==> src/include/srls_pkg.sv <==
// Shared constants and types of the signal router and line-state block
package srls_pkg;

   // ****************************************
   // Widths and gain format
   // ****************************************
   localparam int DW         = 16;
   localparam int GAIN_FRAC  = 12;
   localparam logic signed [15:0] GAIN_UNITY = 16'h1000;
   localparam logic signed [15:0] SMP_MAX    = 16'h7FFF;
   localparam logic signed [15:0] SMP_MIN    = 16'h8000;
   localparam logic signed [15:0] SMP_ZERO   = 16'h0000;

   // ****************************************
   // Register byte offsets
   // ****************************************
   localparam logic [7:0] OFS_ROUTE   = 8'h00;
   localparam logic [7:0] OFS_GAIN0   = 8'h04;
   localparam logic [7:0] OFS_THR0    = 8'h10;
   localparam logic [7:0] OFS_LINE    = 8'h28;
   localparam logic [7:0] OFS_IRQ_ST  = 8'h2C;
   localparam logic [7:0] OFS_IRQ_MSK = 8'h30;
   localparam int NUM_GAIN = 3;
   localparam int NUM_THR  = 6;

   // ****************************************
   // Field positions
   // ****************************************
   localparam int POS_METER = 0;
   localparam int POS_DET   = 4;
   localparam int POS_MON   = 8;
   localparam int POS_TX    = 12;
   localparam int POS_STATE = 0;
   localparam int POS_INDET = 2;
   localparam int POS_CHG   = 0;

   // Gain and threshold indices
   localparam int G_EXT  = 0;
   localparam int G_MON  = 1;
   localparam int G_PLAY = 2;
   localparam int T_IOFF  = 0;
   localparam int T_IIDLE = 1;
   localparam int T_IDISC = 2;
   localparam int T_VIDLE = 3;
   localparam int T_VINUS = 4;
   localparam int T_VDISC = 5;

   // ****************************************
   // Enumerations
   // ****************************************
   typedef enum logic [3:0] {
      SRC_RX, SRC_HYB, SRC_TX, SRC_GEN, SRC_EXT, SRC_OFF,
      SRC_PLAY, SRC_MFILT, SRC_NOTCH
   } srls_src_e_t;

   typedef enum logic [1:0] {
      TX_GEN, TX_EXT, TX_SUM
   } srls_tx_e_t;

   typedef enum logic [1:0] {
      LS_ON_HOOK, LS_OFF_HOOK, LS_IN_USE, LS_DISC
   } srls_ls_t;

   // Reset values
   localparam logic [3:0] RST_METER = 4'h0;
   localparam logic [3:0] RST_DET   = 4'h0;
   localparam logic [3:0] RST_MON   = 4'h5;
   localparam logic [1:0] RST_TX    = 2'h0;
   localparam logic [15:0] RST_THR  = 16'h0000;

   // ****************************************
   // Carriers
   // ****************************************
   typedef struct packed {
      logic signed [15:0] line_rx;
      logic signed [15:0] hybrid;
      logic signed [15:0] gen_sum;
      logic signed [15:0] gen_tx;
      logic signed [15:0] ext_raw;
      logic signed [15:0] play_raw;
      logic signed [15:0] meter_filt;
      logic signed [15:0] meter_notch;
   } srls_src_t;

   typedef struct packed {
      logic [15:0] loop_i;
      logic [15:0] line_v;
   } srls_meas_t;

   typedef struct packed {
      logic [15:0] i_off;
      logic [15:0] i_idle;
      logic [15:0] i_disc;
      logic [15:0] v_idle;
      logic [15:0] v_inuse;
      logic [15:0] v_disc;
   } srls_thr_t;

endpackage

==> src/rtl/srls_class.sv <==
// Line-state classifier over loop current and line voltage
`timescale 1ns/1ps
module srls_class
   import srls_pkg::*;
(
   // Clock and reset
   input  wire logic       clk_sys,
   input  wire logic       sys_rst,
   // Measurement
   input  wire logic       meas_en,
   input  wire srls_meas_t meas,
   input  wire srls_thr_t  thr,
   // Result
   output srls_ls_t        state,
   output logic            indet,
   output logic            change
);

   srls_ls_t state_r;
   srls_ls_t state_nxt;
   logic     indet_r;
   logic     indet_nxt;
   logic     chg_r;
   logic     chg_nxt;

   always_comb begin
      state_nxt = state_r;
      indet_nxt = indet_r;
      if (meas_en) begin
         indet_nxt = 1'b0;
         if (meas.loop_i > thr.i_off) begin
            state_nxt = LS_OFF_HOOK;
         end else if (meas.loop_i < thr.i_idle && meas.line_v > thr.v_idle) begin
            state_nxt = LS_ON_HOOK;
         end else if (meas.line_v < thr.v_inuse && meas.loop_i < thr.i_idle) begin
            state_nxt = LS_IN_USE;
         end else if (meas.line_v < thr.v_disc && meas.loop_i < thr.i_disc) begin
            state_nxt = LS_DISC;
         end else begin
            indet_nxt = 1'b1;
         end
      end
      chg_nxt = (state_nxt != state_r) || (indet_nxt != indet_r);
   end

   always_ff @(posedge clk_sys) begin
      if (sys_rst) begin
         state_r <= LS_ON_HOOK;
         indet_r <= 1'b0;
         chg_r   <= 1'b0;
      end else begin
         state_r <= state_nxt;
         indet_r <= indet_nxt;
         chg_r   <= chg_nxt;
      end
   end

   assign state  = state_r;
   assign indet  = indet_r;
   assign change = chg_r;

endmodule

==> src/rtl/srls_gain.sv <==
// Signed fixed-point gain stage with saturation
`timescale 1ns/1ps
module srls_gain
   import srls_pkg::*;
(
   // Clock and reset
   input  wire logic               clk_sys,
   input  wire logic               sys_rst,
   // Sample path
   input  wire logic               smp_en,
   input  wire logic signed [15:0] din,
   input  wire logic signed [15:0] gain,
   output logic signed [15:0]      dout
);

   logic signed [31:0] prod;
   logic signed [31:0] scaled;
   logic signed [15:0] dout_r;
   logic signed [15:0] dout_nxt;

   always_comb begin
      prod     = din * gain;
      scaled   = prod >>> GAIN_FRAC;
      dout_nxt = dout_r;
      if (smp_en) begin
         if (scaled > 32'sd32767) begin
            dout_nxt = SMP_MAX;
         end else if (scaled < -32'sd32768) begin
            dout_nxt = SMP_MIN;
         end else begin
            dout_nxt = scaled[15:0];
         end
      end
   end

   always_ff @(posedge clk_sys) begin
      if (sys_rst) begin
         dout_r <= SMP_ZERO;
      end else begin
         dout_r <= dout_nxt;
      end
   end

   assign dout = dout_r;

endmodule

==> src/rtl/srls_top.sv <==
// Signal router and line-state classifier with AHB-Lite registers
//
// Contract
// - Level, frequency and distortion meters take the meter-selected stream.
// - Tone, FSK, CAS and pulse detectors plus capture take the detector stream.
// - Meter and detector choose receive, hybrid, transmit, generator, external or off.
// - Monitor defaults off; adds playback, meter filter output and notch residue.
// - Meter-output choice gives the metered stream after its optional filter.
// - Notch choice gives the metered stream after the notch filters.
// - Transmit defaults to generators; also external alone or generators plus external.
// - External, monitor and playback each scaled by own signed gain, unity default.
// - Off-hook whenever loop current exceeds the off-hook current threshold.
// - On-hook when current below idle threshold and voltage above idle threshold.
// - In-use when voltage below in-use threshold and current below idle threshold.
// - Disconnect when voltage and current below their disconnect thresholds and the in-use region not matched.
// - No region matched: keep previous state and set indeterminate flag.
`timescale 1ns/1ps
module srls_top
   import srls_pkg::*;
(
   // Clock and reset
   input  wire logic        clk_sys,
   input  wire logic        sys_rst,
   // AHB-Lite slave
   input  wire logic        hsel,
   input  wire logic [31:0] haddr,
   input  wire logic [1:0]  htrans,
   input  wire logic        hwrite,
   input  wire logic [2:0]  hsize,
   input  wire logic [31:0] hwdata,
   input  wire logic        hready,
   output logic             hreadyout,
   output logic             hresp,
   output logic [31:0]      hrdata,
   // Sample streams
   input  wire logic        sample_en,
   input  wire srls_src_t   src,
   output logic [15:0]      meter_out,
   output logic [15:0]      det_out,
   output logic [15:0]      mon_out,
   output logic [15:0]      tx_out,
   output logic [15:0]      play_out,
   // Line measurement
   input  wire logic        meas_en,
   input  wire srls_meas_t  meas,
   output logic [1:0]       line_state,
   output logic             line_indet,
   // Interrupt
   output logic             irq
);

   // ****************************************
   // Bus address phase capture
   // ****************************************
   logic        ph_wr_r;
   logic        ph_wr_nxt;
   logic [7:0]  ph_addr_r;
   logic [7:0]  ph_addr_nxt;
   logic [31:0] rdata_r;
   logic [31:0] rdata_nxt;
   logic        take;
   assign take = hsel && htrans[1] && hready;

   // ****************************************
   // Register state
   // ****************************************
   logic [3:0]         sel_meter_r;
   logic [3:0]         sel_meter_nxt;
   logic [3:0]         sel_det_r;
   logic [3:0]         sel_det_nxt;
   logic [3:0]         sel_mon_r;
   logic [3:0]         sel_mon_nxt;
   logic [1:0]         sel_tx_r;
   logic [1:0]         sel_tx_nxt;
   logic signed [15:0] gain_r [NUM_GAIN];
   logic [15:0]        thr_r  [NUM_THR];
   logic               irq_st_r;
   logic               irq_st_nxt;
   logic               irq_msk_r;
   logic               irq_msk_nxt;
   logic               wr_route;
   logic               wr_irq_st;
   logic               wr_irq_msk;
   // Classifier link
   srls_thr_t thr;
   srls_ls_t  cls_state;
   logic      cls_indet;
   logic      cls_change;
   always_comb begin
      ph_wr_nxt   = 1'b0;
      ph_addr_nxt = ph_addr_r;
      rdata_nxt   = rdata_r;
      if (take) begin
         ph_wr_nxt   = hwrite && haddr[31:8] == 24'h00_0000;
         ph_addr_nxt = haddr[7:0];
         rdata_nxt   = 32'h0000_0000;
         if (!hwrite && haddr[31:8] == 24'h00_0000) begin
            unique case (haddr[7:0])
               OFS_ROUTE: begin
                  rdata_nxt[POS_METER+:4] = sel_meter_r;
                  rdata_nxt[POS_DET+:4]   = sel_det_r;
                  rdata_nxt[POS_MON+:4]   = sel_mon_r;
                  rdata_nxt[POS_TX+:2]    = sel_tx_r;
               end
               OFS_GAIN0:      rdata_nxt[15:0] = gain_r[G_EXT];
               OFS_GAIN0 + 8'h04: rdata_nxt[15:0] = gain_r[G_MON];
               OFS_GAIN0 + 8'h08: rdata_nxt[15:0] = gain_r[G_PLAY];
               OFS_THR0:          rdata_nxt[15:0] = thr_r[T_IOFF];
               OFS_THR0 + 8'h04:  rdata_nxt[15:0] = thr_r[T_IIDLE];
               OFS_THR0 + 8'h08:  rdata_nxt[15:0] = thr_r[T_IDISC];
               OFS_THR0 + 8'h0C:  rdata_nxt[15:0] = thr_r[T_VIDLE];
               OFS_THR0 + 8'h10:  rdata_nxt[15:0] = thr_r[T_VINUS];
               OFS_THR0 + 8'h14:  rdata_nxt[15:0] = thr_r[T_VDISC];
               OFS_LINE: begin
                  rdata_nxt[POS_STATE+:2] = cls_state;
                  rdata_nxt[POS_INDET]    = cls_indet;
               end
               OFS_IRQ_ST:     rdata_nxt[POS_CHG] = irq_st_r;
               OFS_IRQ_MSK:    rdata_nxt[POS_CHG] = irq_msk_r;
               default:        rdata_nxt = 32'h0000_0000;
            endcase
         end
      end
   end
   always_ff @(posedge clk_sys) begin
      if (sys_rst) begin
         ph_wr_r   <= 1'b0;
         ph_addr_r <= 8'h00;
         rdata_r   <= 32'h0000_0000;
      end else begin
         ph_wr_r   <= ph_wr_nxt;
         ph_addr_r <= ph_addr_nxt;
         rdata_r   <= rdata_nxt;
      end
   end
   assign hreadyout = 1'b1;
   assign hresp     = 1'b0;
   assign hrdata    = rdata_r;

   // ****************************************
   // Control and interrupt registers
   // ****************************************
   assign wr_route   = ph_wr_r && ph_addr_r == OFS_ROUTE;
   assign wr_irq_st  = ph_wr_r && ph_addr_r == OFS_IRQ_ST;
   assign wr_irq_msk = ph_wr_r && ph_addr_r == OFS_IRQ_MSK;
   always_comb begin
      sel_meter_nxt = sel_meter_r;
      sel_det_nxt   = sel_det_r;
      sel_mon_nxt   = sel_mon_r;
      sel_tx_nxt    = sel_tx_r;
      irq_msk_nxt   = irq_msk_r;
      if (wr_route) begin
         sel_meter_nxt = hwdata[POS_METER+:4];
         sel_det_nxt   = hwdata[POS_DET+:4];
         sel_mon_nxt   = hwdata[POS_MON+:4];
         sel_tx_nxt    = hwdata[POS_TX+:2];
      end
      if (wr_irq_msk) begin
         irq_msk_nxt = hwdata[POS_CHG];
      end
      irq_st_nxt = (irq_st_r && !(wr_irq_st && hwdata[POS_CHG])) || cls_change;
   end
   always_ff @(posedge clk_sys) begin
      if (sys_rst) begin
         sel_meter_r <= RST_METER;
         sel_det_r   <= RST_DET;
         sel_mon_r   <= RST_MON;
         sel_tx_r    <= RST_TX;
         irq_st_r    <= 1'b0;
         irq_msk_r   <= 1'b0;
      end else begin
         sel_meter_r <= sel_meter_nxt;
         sel_det_r   <= sel_det_nxt;
         sel_mon_r   <= sel_mon_nxt;
         sel_tx_r    <= sel_tx_nxt;
         irq_st_r    <= irq_st_nxt;
         irq_msk_r   <= irq_msk_nxt;
      end
   end
   assign irq = irq_st_r && irq_msk_r;

   // ****************************************
   // Gain and threshold registers
   // ****************************************
   genvar gi;
   generate
      for (gi = 0; gi < NUM_GAIN; gi++) begin : g_gain
         logic signed [15:0] g_nxt;
         always_comb begin
            g_nxt = gain_r[gi];
            if (ph_wr_r && ph_addr_r == OFS_GAIN0 + 8'(4 * gi)) begin
               g_nxt = hwdata[15:0];
            end
         end
         always_ff @(posedge clk_sys) begin
            if (sys_rst) begin
               gain_r[gi] <= GAIN_UNITY;
            end else begin
               gain_r[gi] <= g_nxt;
            end
         end
      end
      for (gi = 0; gi < NUM_THR; gi++) begin : g_thr
         logic [15:0] t_nxt;
         always_comb begin
            t_nxt = thr_r[gi];
            if (ph_wr_r && ph_addr_r == OFS_THR0 + 8'(4 * gi)) begin
               t_nxt = hwdata[15:0];
            end
         end
         always_ff @(posedge clk_sys) begin
            if (sys_rst) begin
               thr_r[gi] <= RST_THR;
            end else begin
               thr_r[gi] <= t_nxt;
            end
         end
      end
   endgenerate
   // Descending order of thresholds is left to software
   assign thr = '{i_off: thr_r[T_IOFF], i_idle: thr_r[T_IIDLE], i_disc: thr_r[T_IDISC],
                  v_idle: thr_r[T_VIDLE], v_inuse: thr_r[T_VINUS], v_disc: thr_r[T_VDISC]};

   // ****************************************
   // Gain stages
   // ****************************************
   logic signed [15:0] g_out [NUM_GAIN];
   logic signed [15:0] ext_g;
   logic signed [15:0] play_g;
   logic signed [15:0] mon_g;
   logic signed [15:0] mon_pre_r;
   logic signed [15:0] mon_pre_nxt;
   assign ext_g  = g_out[G_EXT];
   assign mon_g  = g_out[G_MON];
   assign play_g = g_out[G_PLAY];
   for (gi = 0; gi < NUM_GAIN; gi++) begin : g_stage
      srls_gain u_gain (
         .clk_sys (clk_sys),
         .sys_rst (sys_rst),
         .smp_en  (sample_en),
         .din     (gi == G_EXT ? src.ext_raw : (gi == G_MON ? mon_pre_r : src.play_raw)),
         .gain    (gain_r[gi]),
         .dout    (g_out[gi])
      );
   end

   // ****************************************
   // Routing
   // ****************************************
   logic signed [15:0] meter_r;
   logic signed [15:0] meter_nxt;
   logic signed [15:0] det_r;
   logic signed [15:0] det_nxt;
   logic signed [15:0] tx_r;
   logic signed [15:0] tx_nxt;
   logic signed [16:0] tx_sum;
   function automatic logic signed [15:0] pick(input logic [3:0] sel, input srls_src_t s,
                                               input logic signed [15:0] tx, input logic signed [15:0] ext);
      logic signed [15:0] v;
      v = SMP_ZERO;
      case (sel)
         SRC_RX:  v = s.line_rx;
         SRC_HYB: v = s.hybrid;
         SRC_TX:  v = tx;
         SRC_GEN: v = s.gen_sum;
         SRC_EXT: v = ext;
         default: v = SMP_ZERO;
      endcase
      return v;
   endfunction
   always_comb begin
      tx_sum      = 17'(src.gen_tx) + 17'(ext_g);
      meter_nxt   = meter_r;
      det_nxt     = det_r;
      tx_nxt      = tx_r;
      mon_pre_nxt = mon_pre_r;
      if (sample_en) begin
         meter_nxt = pick(sel_meter_r, src, tx_r, ext_g);
         det_nxt   = pick(sel_det_r, src, tx_r, ext_g);
         unique case (sel_tx_r)
            TX_EXT:  tx_nxt = ext_g;
            TX_SUM: begin
               if (tx_sum > 17'sd32767) begin
                  tx_nxt = SMP_MAX;
               end else if (tx_sum < -17'sd32768) begin
                  tx_nxt = SMP_MIN;
               end else begin
                  tx_nxt = tx_sum[15:0];
               end
            end
            default: tx_nxt = src.gen_tx;
         endcase
         case (sel_mon_r)
            SRC_PLAY:  mon_pre_nxt = play_g;
            SRC_MFILT: mon_pre_nxt = src.meter_filt;
            SRC_NOTCH: mon_pre_nxt = src.meter_notch;
            default:   mon_pre_nxt = pick(sel_mon_r, src, tx_r, ext_g);
         endcase
      end
   end
   always_ff @(posedge clk_sys) begin
      if (sys_rst) begin
         meter_r   <= SMP_ZERO;
         det_r     <= SMP_ZERO;
         tx_r      <= SMP_ZERO;
         mon_pre_r <= SMP_ZERO;
      end else begin
         meter_r   <= meter_nxt;
         det_r     <= det_nxt;
         tx_r      <= tx_nxt;
         mon_pre_r <= mon_pre_nxt;
      end
   end
   assign meter_out = meter_r;
   assign det_out   = det_r;
   assign tx_out    = tx_r;
   assign mon_out   = mon_g;
   assign play_out  = play_g;

   // ****************************************
   // Line-state classifier
   // ****************************************
   srls_class u_class (
      .clk_sys (clk_sys),
      .sys_rst (sys_rst),
      .meas_en (meas_en),
      .meas    (meas),
      .thr     (thr),
      .state   (cls_state),
      .indet   (cls_indet),
      .change  (cls_change)
   );
   assign line_state = cls_state;
   assign line_indet = cls_indet;
endmodule

==> config.mk <==
export PLATFORM = sky130hd
export DESIGN_NAME = srls_top
export DESIGN_NICKNAME = d
export VERILOG_FILES = /design/src/include/srls_pkg.sv /design/src/rtl/srls_class.sv /design/src/rtl/srls_gain.sv /design/src/rtl/srls_top.sv
export SDC_FILE = /design/constraint.sdc
export NUM_CORES = 2
export LEC_CHECK = 0
export ABC_AREA = 1
export BUFFER_PORTS_ARGS = -buffer_cell sky130_fd_sc_hd__buf_4
export CAP_MARGIN = 20
export CORE_MARGIN = 5
export CORE_UTILIZATION = 40
export CTS_BUF_LIST = sky130_fd_sc_hd__clkbuf_4
export CTS_CLUSTER_DIAMETER = 40
export DETAILED_ROUTE_END_ITERATION = 12
export PLACE_DENSITY = 0.57
export SLEW_MARGIN = 10
export SYNTH_ARGS = -nofsm -noshare
export SYNTH_HDL_FRONTEND = slang
export SYNTH_HIERARCHICAL = 1
export SYNTH_SLANG_ARGS = --single-unit
==> constraint.sdc <==
create_clock -name clk_sys -period 8.4 [get_ports clk_sys]
set_clock_uncertainty 0.1 [all_clocks]
set_input_delay 0.84 -clock clk_sys [delete_from_list [all_inputs] [get_ports clk_sys]]
set_output_delay 0.84 -clock clk_sys [all_outputs]
set_load 0.02 [all_outputs]
; ---- Word-level counts from Yosys, hierarchy flattened
; Memory sizes are Yosys's and may differ from the RTL's.
; Index checks and enable logic that the tools add are counted.
[totals]
ram_bits = 144
out_inout_bits = 118
elab_cells = 173
romBits = 0
memories = 2
latch_bits = 0
inputBits = 236
regBits = 173
[classes]
addsub = 1
muxes = 49
eq_ne = 42
reduce_logical = 33
n_lt_le_gt_ge = 14
bitwise = 10
shift = 0
mul = 3
div = 0
[mem_list]
columns = memory, depth, width, read_ports, rd_ports_with_merged_regs, write_ports, line_no
row1 = thr_r, 6, 16, 6, 0, 6, srls_top.sv:76  ; logic [15:0] thr_r [NUM_THR];
row2 = gain_r, 3, 16, 3, 0, 3, srls_top.sv:75  ; logic signed [15:0] gain_r [NUM_GAIN];
[ops]
columns = cell, n
row1 = 16-bit 2-to-1 mux, 27
row2 = 16-bit case mux with 5 select lines, 3
row3 = 11-bit case mux with 10 select lines, 1
row4 = 16-bit by 16-bit multiplier with 32-bit output, 3
row5 = 8-bit by 6-bit == test with 1-bit output (second input constant), 9
row6 = 8-bit by 5-bit == test with 1-bit output (second input constant), 8
row7 = 16-bit less-than comparator, 4
row8 = 20-bit by 16-bit greater-than comparator with 1-bit output (second input constant), 3
row9 = 20-bit by 16-bit less-than comparator with 1-bit output (second input constant), 3
row10 = 16-bit case mux with 3 select lines, 1
row11 = 8-bit by 4-bit == test with 1-bit output (second input constant), 4
row12 = 16-bit greater-than comparator, 2
row13 = 16-bit case mux with 2 select lines, 1
row14 = 4-bit by 2-bit == test with 1-bit output (second input constant), 6
row15 = 24-bit zero test, 1
row16 = 1-bit logical AND, 22
row17 = 2-bit case mux with 11 select lines, 1
row18 = 4-bit by 3-bit == test with 1-bit output (second input constant), 5
row19 = 2-bit case mux with 9 select lines, 1
row20 = 16-bit by 16-bit adder with 17-bit output, 1
row21 = 17-bit by 16-bit greater-than comparator with 1-bit output (second input constant), 1
row22 = 17-bit by 16-bit less-than comparator with 1-bit output (second input constant), 1
row23 = 8-bit by 3-bit == test with 1-bit output (second input constant), 2
row24 = 8-bit zero test, 2
row25 = other kinds (15), 40

; ---- Longest topological paths before layout
; An unclocked memory read counts as a cell.
[depth]
ltp_word = 10
ltp_mapped = 33
ltp_nobuf = 30

; ---- Cells and area by module
; The synthesis kept the hierarchy.
[modules_own_cells]
columns = mod, n_inst, cells_per_inst, seq_area_each_um2, area_per_inst_um2
row1 = srls_top, 1, 1902, 4984.8, 13060.0
row2 = srls_gain at g_stage[0].u_gain, 1, 1505, 320.3, 11299.6
row3 = srls_gain at g_stage[1].u_gain, 1, 1491, 320.3, 11283.3
row4 = srls_gain at g_stage[2].u_gain, 1, 1485, 320.3, 11163.2
row5 = srls_class, 1, 458, 80.1, 2768.9

; ---- Worst setup path after synthesis
; Ideal clock, no wire load.
[synth_path]
path_kind = input -> register
from = input src[63] (netlist bit)
to = register g_stage[0].u_gain.dout_r[0]
setup_slack_ns = 1.619
path_buffers = 2
arrival_ns = 6.560
setup_ns = 0.122
stages = 24
required_ns = 8.178
path_cell_list = clkbuf_1 -> nand2_1 -> fa_1 -> inv_1 -> fa_1 -> fa_1 -> fa_1 -> inv_1 -> fa_1 -> fa_1 -> inv_1 -> ha_1 -> inv_1 -> nor3_2 -> nand3_1 -> nor2_1 -> nand2_2 -> nand3_1 -> nand2_2 -> nor2_2 -> nand3_2 -> a21oi_4 -> buf_6 -> a21oi_2
[synth_between]
elab_chain_len = 4
elab_cells_between_ends = 5
classes_between = 1 x mul / 2 x order compare / 2 x mux
[synth_rtl]
columns = element, line_no
row1 = start: declaration, srls_top.sv:37  ; input wire srls_src_t src,
row2 = 16-bit by 16-bit multiplier with 32-bit output (*), srls_gain.sv:22  ; prod = din * gain;
row3 = 20-bit by 16-bit less-than comparator with 1-bit output, srls_gain.sv:28  ; end else if (scaled < -32'sd32768) begin
row4 = 16-bit 2-to-1 mux, srls_gain.sv:28
row5 = 16-bit 2-to-1 mux (*), srls_gain.sv:26  ; if (scaled > 32'sd32767) begin
row6 = end signal: assignment, srls_gain.sv:40  ; dout_r <= dout_nxt;
row7 = end: declaration, srls_gain.sv:18  ; logic signed [15:0] dout_r;
; Mark *: on every way between the ends. The rest lies on a longest branch, timed or not.
; A chain may end at the register's enable or synchronous reset.

==> results.md <==
- Status: finished with violations
- Failing checks: DRC
- Clk root buf: clkbuf_4
- Slew HR: 28.5%
- Commonest non-fill, non-tap cell in the layout: inv_1
- YS warnings: 6
- Reg clk slew, reported paths: 0.07 ns
- Finished Layout Cells: 8733
- Die width: 362 um
- First-pass GRT wire length: 260 mm
- Worst-case clock buffer depth: 3
- Post-layout min period: 7.21 ns
- Largest net degree at the start of global routing: 88
- Setup slack, reg-to-reg: 1.19 ns
- CTS Sinks: 301
- Rows: 129
- Most frequent cells in the layout: 1727 x inv_1, 1681 x nand2_1, 784 x fa_1
- Number of library cell types mapped by synthesis: 63
- Ports: 354
- Critical Path AT: 7.81 ns
- Final worst slack: 1.19 ns
- Vias per inst: 5.02
- Core ar.: 123000 um^2
- Number of flops mapped to enable cells by yosys: 0
- Inserted Clock Buffers: 87
- Worst r2r dst: g_stage[1].u_gain/dout[4]
- CP Capture Type: flop
- Routed WL per cell: 19.1 um
- Starting Density: 40.1%
- Dominant synthesized flop cell: dfxtp_1
- Synth Register Bits: 301
- Leakage power: 30.2 nW
- Post-CTS setup buffer count: 0
- Final Net Count: 8389
- GRT Overall Usage: 25.5%
- Gr ovfl total: 0
- CP max stage cell: dfxtp_1
- RSZ-0062 raised after global routing: false
- PD cells: 69.5 nW/um^2
- Vias in the first global route: 44900
- Async set or reset register ratio after synthesis: 0%
- Initial antenna violation count: 10
- Worst Reg-to-Reg Cells: 26
- Area Growth Syn to Fin: 9.75%
- Req. time, crit path: 9.00 ns
- DR pass1 iterations: 11
- Worst vdd ir: 80.4 uV
- Path type of the worst min-delay path: in -> reg
- Worst Hold End: ph_addr_r[1]
- FF+latch area: 6030 um^2
- CTS tree: done
- Antenna-violating nets left: 0
- Fmax: 0.139 GHz
- Final Max Slew Viols: 0
- Fillers: 12900
- Crit path largest cell delay: 0.89 ns
- Clk_lat worst skew: 0.90 ns
- Fin crit share: 85.8%
- Layout cells sized above 1: 10.2%
- Placed insts: 8568
- Via count: 43900
- Residual DRC: 2
- Setup CP Type: reg -> reg
- WL final: 167 mm
- Worst slack at placement: 0.970 ns
- I/O Buffers: 315
- Max Cap Violations: 0
- Hold path cells: 3
- Syn Area/Cell: 7.25 um^2
- FF-to-FF Start: gain_r[1][1]
- Synth Instances: 6841
- Hold Vio Cnt, Final: 0
- Die area: 131000 um^2
- Routability Congestion: 0.941
- Post-route setup TNS: 0 ns
- Number of setup violations in the final report: 0
- Detailed Place HPWL: 137 mm
- CP max FO: 17
- Mapped Area: 49600 um^2
- Cts repair resizes: 0
- Area of the multi-input gates: 35700 um^2
- HP Start: haddr[1]
- CTS H-tree depth: 3
- Worst-Margin Slew: 1.07 ns
- CTS Hold Bufs: 0
- Die Y: 362 um
- CP Launch Type: flop
- Seq/Total Area, Yosys: 12.2%
- Drt first-iter violations: 3577
- Fin util: 44.1%
==> area by class of cell <==
| cell class | instances | area share (%) |
|---|---|---|
| Antenna cell | 7 | 0.0322 |
| Timing Repair Buffer | 384 | 5.33 |
| Clock buffer | 126 | 1.74 |
| Clock inverter | 30 | 0.329 |
| Multi-Input combinational cell | 4479 | 65.5 |
| Sequential cell | 301 | 11.1 |
| Inverter | 1769 | 12.2 |
| Tap cell | 1637 | 3.76 |
==> registers in the layout, summed over array words and instances (netlist names), 4 cells and up <==
signal / count
mon_pre_r: 16
ph_addr_r: 8
gain_r: 48
sel_mon_r: 4
tx_out: 16
meter_out: 16
hrdata: 16
g_stage.u_gain/dout: 48
sel_det_r: 4
thr_r: 96
det_out: 16
sel_meter_r: 4
==> critical path, delay by kind of cell (launching register included) <==
kind | cells | cell delay, ns
adders and majority gates | 7 | 3.49
buffers and inverters | 7 | 0.81
DFF | 1 | 0.89
and+or+nand+nor | 8 | 0.79
AOI/OAI and AO/OA | 4 | 0.93
==> per-stage QoR <==
step	power (mW)	cell area [um^2]	hold WS, ns
6_report	3.78	54400	0.132
5_1_grt	3.97	54400	0.107
4_1_cts	3.82	54400	0.0720
3_5_place_dp	2.35	53200	0.357
3_3_place_gp	2.34	53200	0.356
2_1_floorplan	2.00	49600	0.315
==> Yosys cell counts (8+ instances only) <==
| master | count | share of area, % |
|---|---|---|
| nor3_1 | 26 | 0.26 |
| nand2_2 | 61 | 0.77 |
| buf_4 | 22 | 0.33 |
| nor2_2 | 14 | 0.18 |
| o221ai_1 | 13 | 0.23 |
| a211oi_1 | 28 | 0.42 |
| nand4_1 | 37 | 0.47 |
| xnor2_1 | 39 | 0.69 |
| o21ai_1 | 8 | 0.081 |
| inv_1 | 1729 | 13 |
| fa_1 | 784 | 32 |
| nor3_2 | 8 | 0.16 |
| o21ai_0 | 278 | 2.8 |
| inv_2 | 21 | 0.16 |
| nand3_1 | 151 | 1.5 |
| a221oi_1 | 14 | 0.25 |
| clkinv_1 | 19 | 0.14 |
| o31ai_1 | 9 | 0.14 |
| a21oi_1 | 419 | 4.2 |
| dfxtp_1 | 301 | 12 |
| o22ai_1 | 42 | 0.53 |
| or2_2 | 15 | 0.19 |
| buf_2 | 19 | 0.19 |
| nor4_1 | 8 | 0.10 |
| ha_1 | 347 | 8.8 |
| a21oi_2 | 46 | 0.81 |
| nor2_1 | 286 | 2.2 |
| o21bai_1 | 16 | 0.24 |
| nand2_1 | 1681 | 13 |
| clkbuf_1 | 250 | 1.9 |
| o211ai_1 | 11 | 0.17 |
| xor2_1 | 43 | 0.76 |
| a22o_1 | 8 | 0.14 |
| a31oi_1 | 8 | 0.10 |
==> cells by family after synthesis <==
family	synth area share (%)
fa+ha+maj	40.4
other cells	0.0151
buf+inv	16.1
simple gates	19.3
compound gates	10.6
xor+xnor	1.45
flops	12.2
==> layer usage <==
metal | global-route usage [%] | share of wire, % | vias to the layer above
li1 | - | - | 20800
met1 | 35.5 | 44 | 21300
met2 | 40.3 | 44 | 1598
met3 | 5.23 | 8.6 | 259
met4 | 7.36 | 3.1 | 4
met5 | 0 | 0.0072 | -
==> worst max path at each step <==
stage	cells after the start	from	end	slack, ns
4_1_cts	26	gain_r[1][1]	g_stage[1].u_gain/dout[4]	1.22
3_5_place_dp	26	src[47]	g_stage[2].u_gain/dout[5]	0.97
6_report	26	gain_r[1][1]	g_stage[1].u_gain/dout[4]	1.19
2_1_floorplan	24	src[63]	g_stage[0].u_gain/dout[0]	1.62
5_1_grt	26	gain_r[1][1]	g_stage[1].u_gain/dout[4]	0.73
3_3_place_gp	26	src[47]	g_stage[2].u_gain/dout[2]	0.98
==> power breakdown <==
group          total (mW)  switching, mW  internal (mW)
combinational       0.788          0.518          0.270
sequential           1.54         0.0756           1.47
clock                1.45          0.726          0.728
No activity file was read; power rests on OpenSTA's default activity.
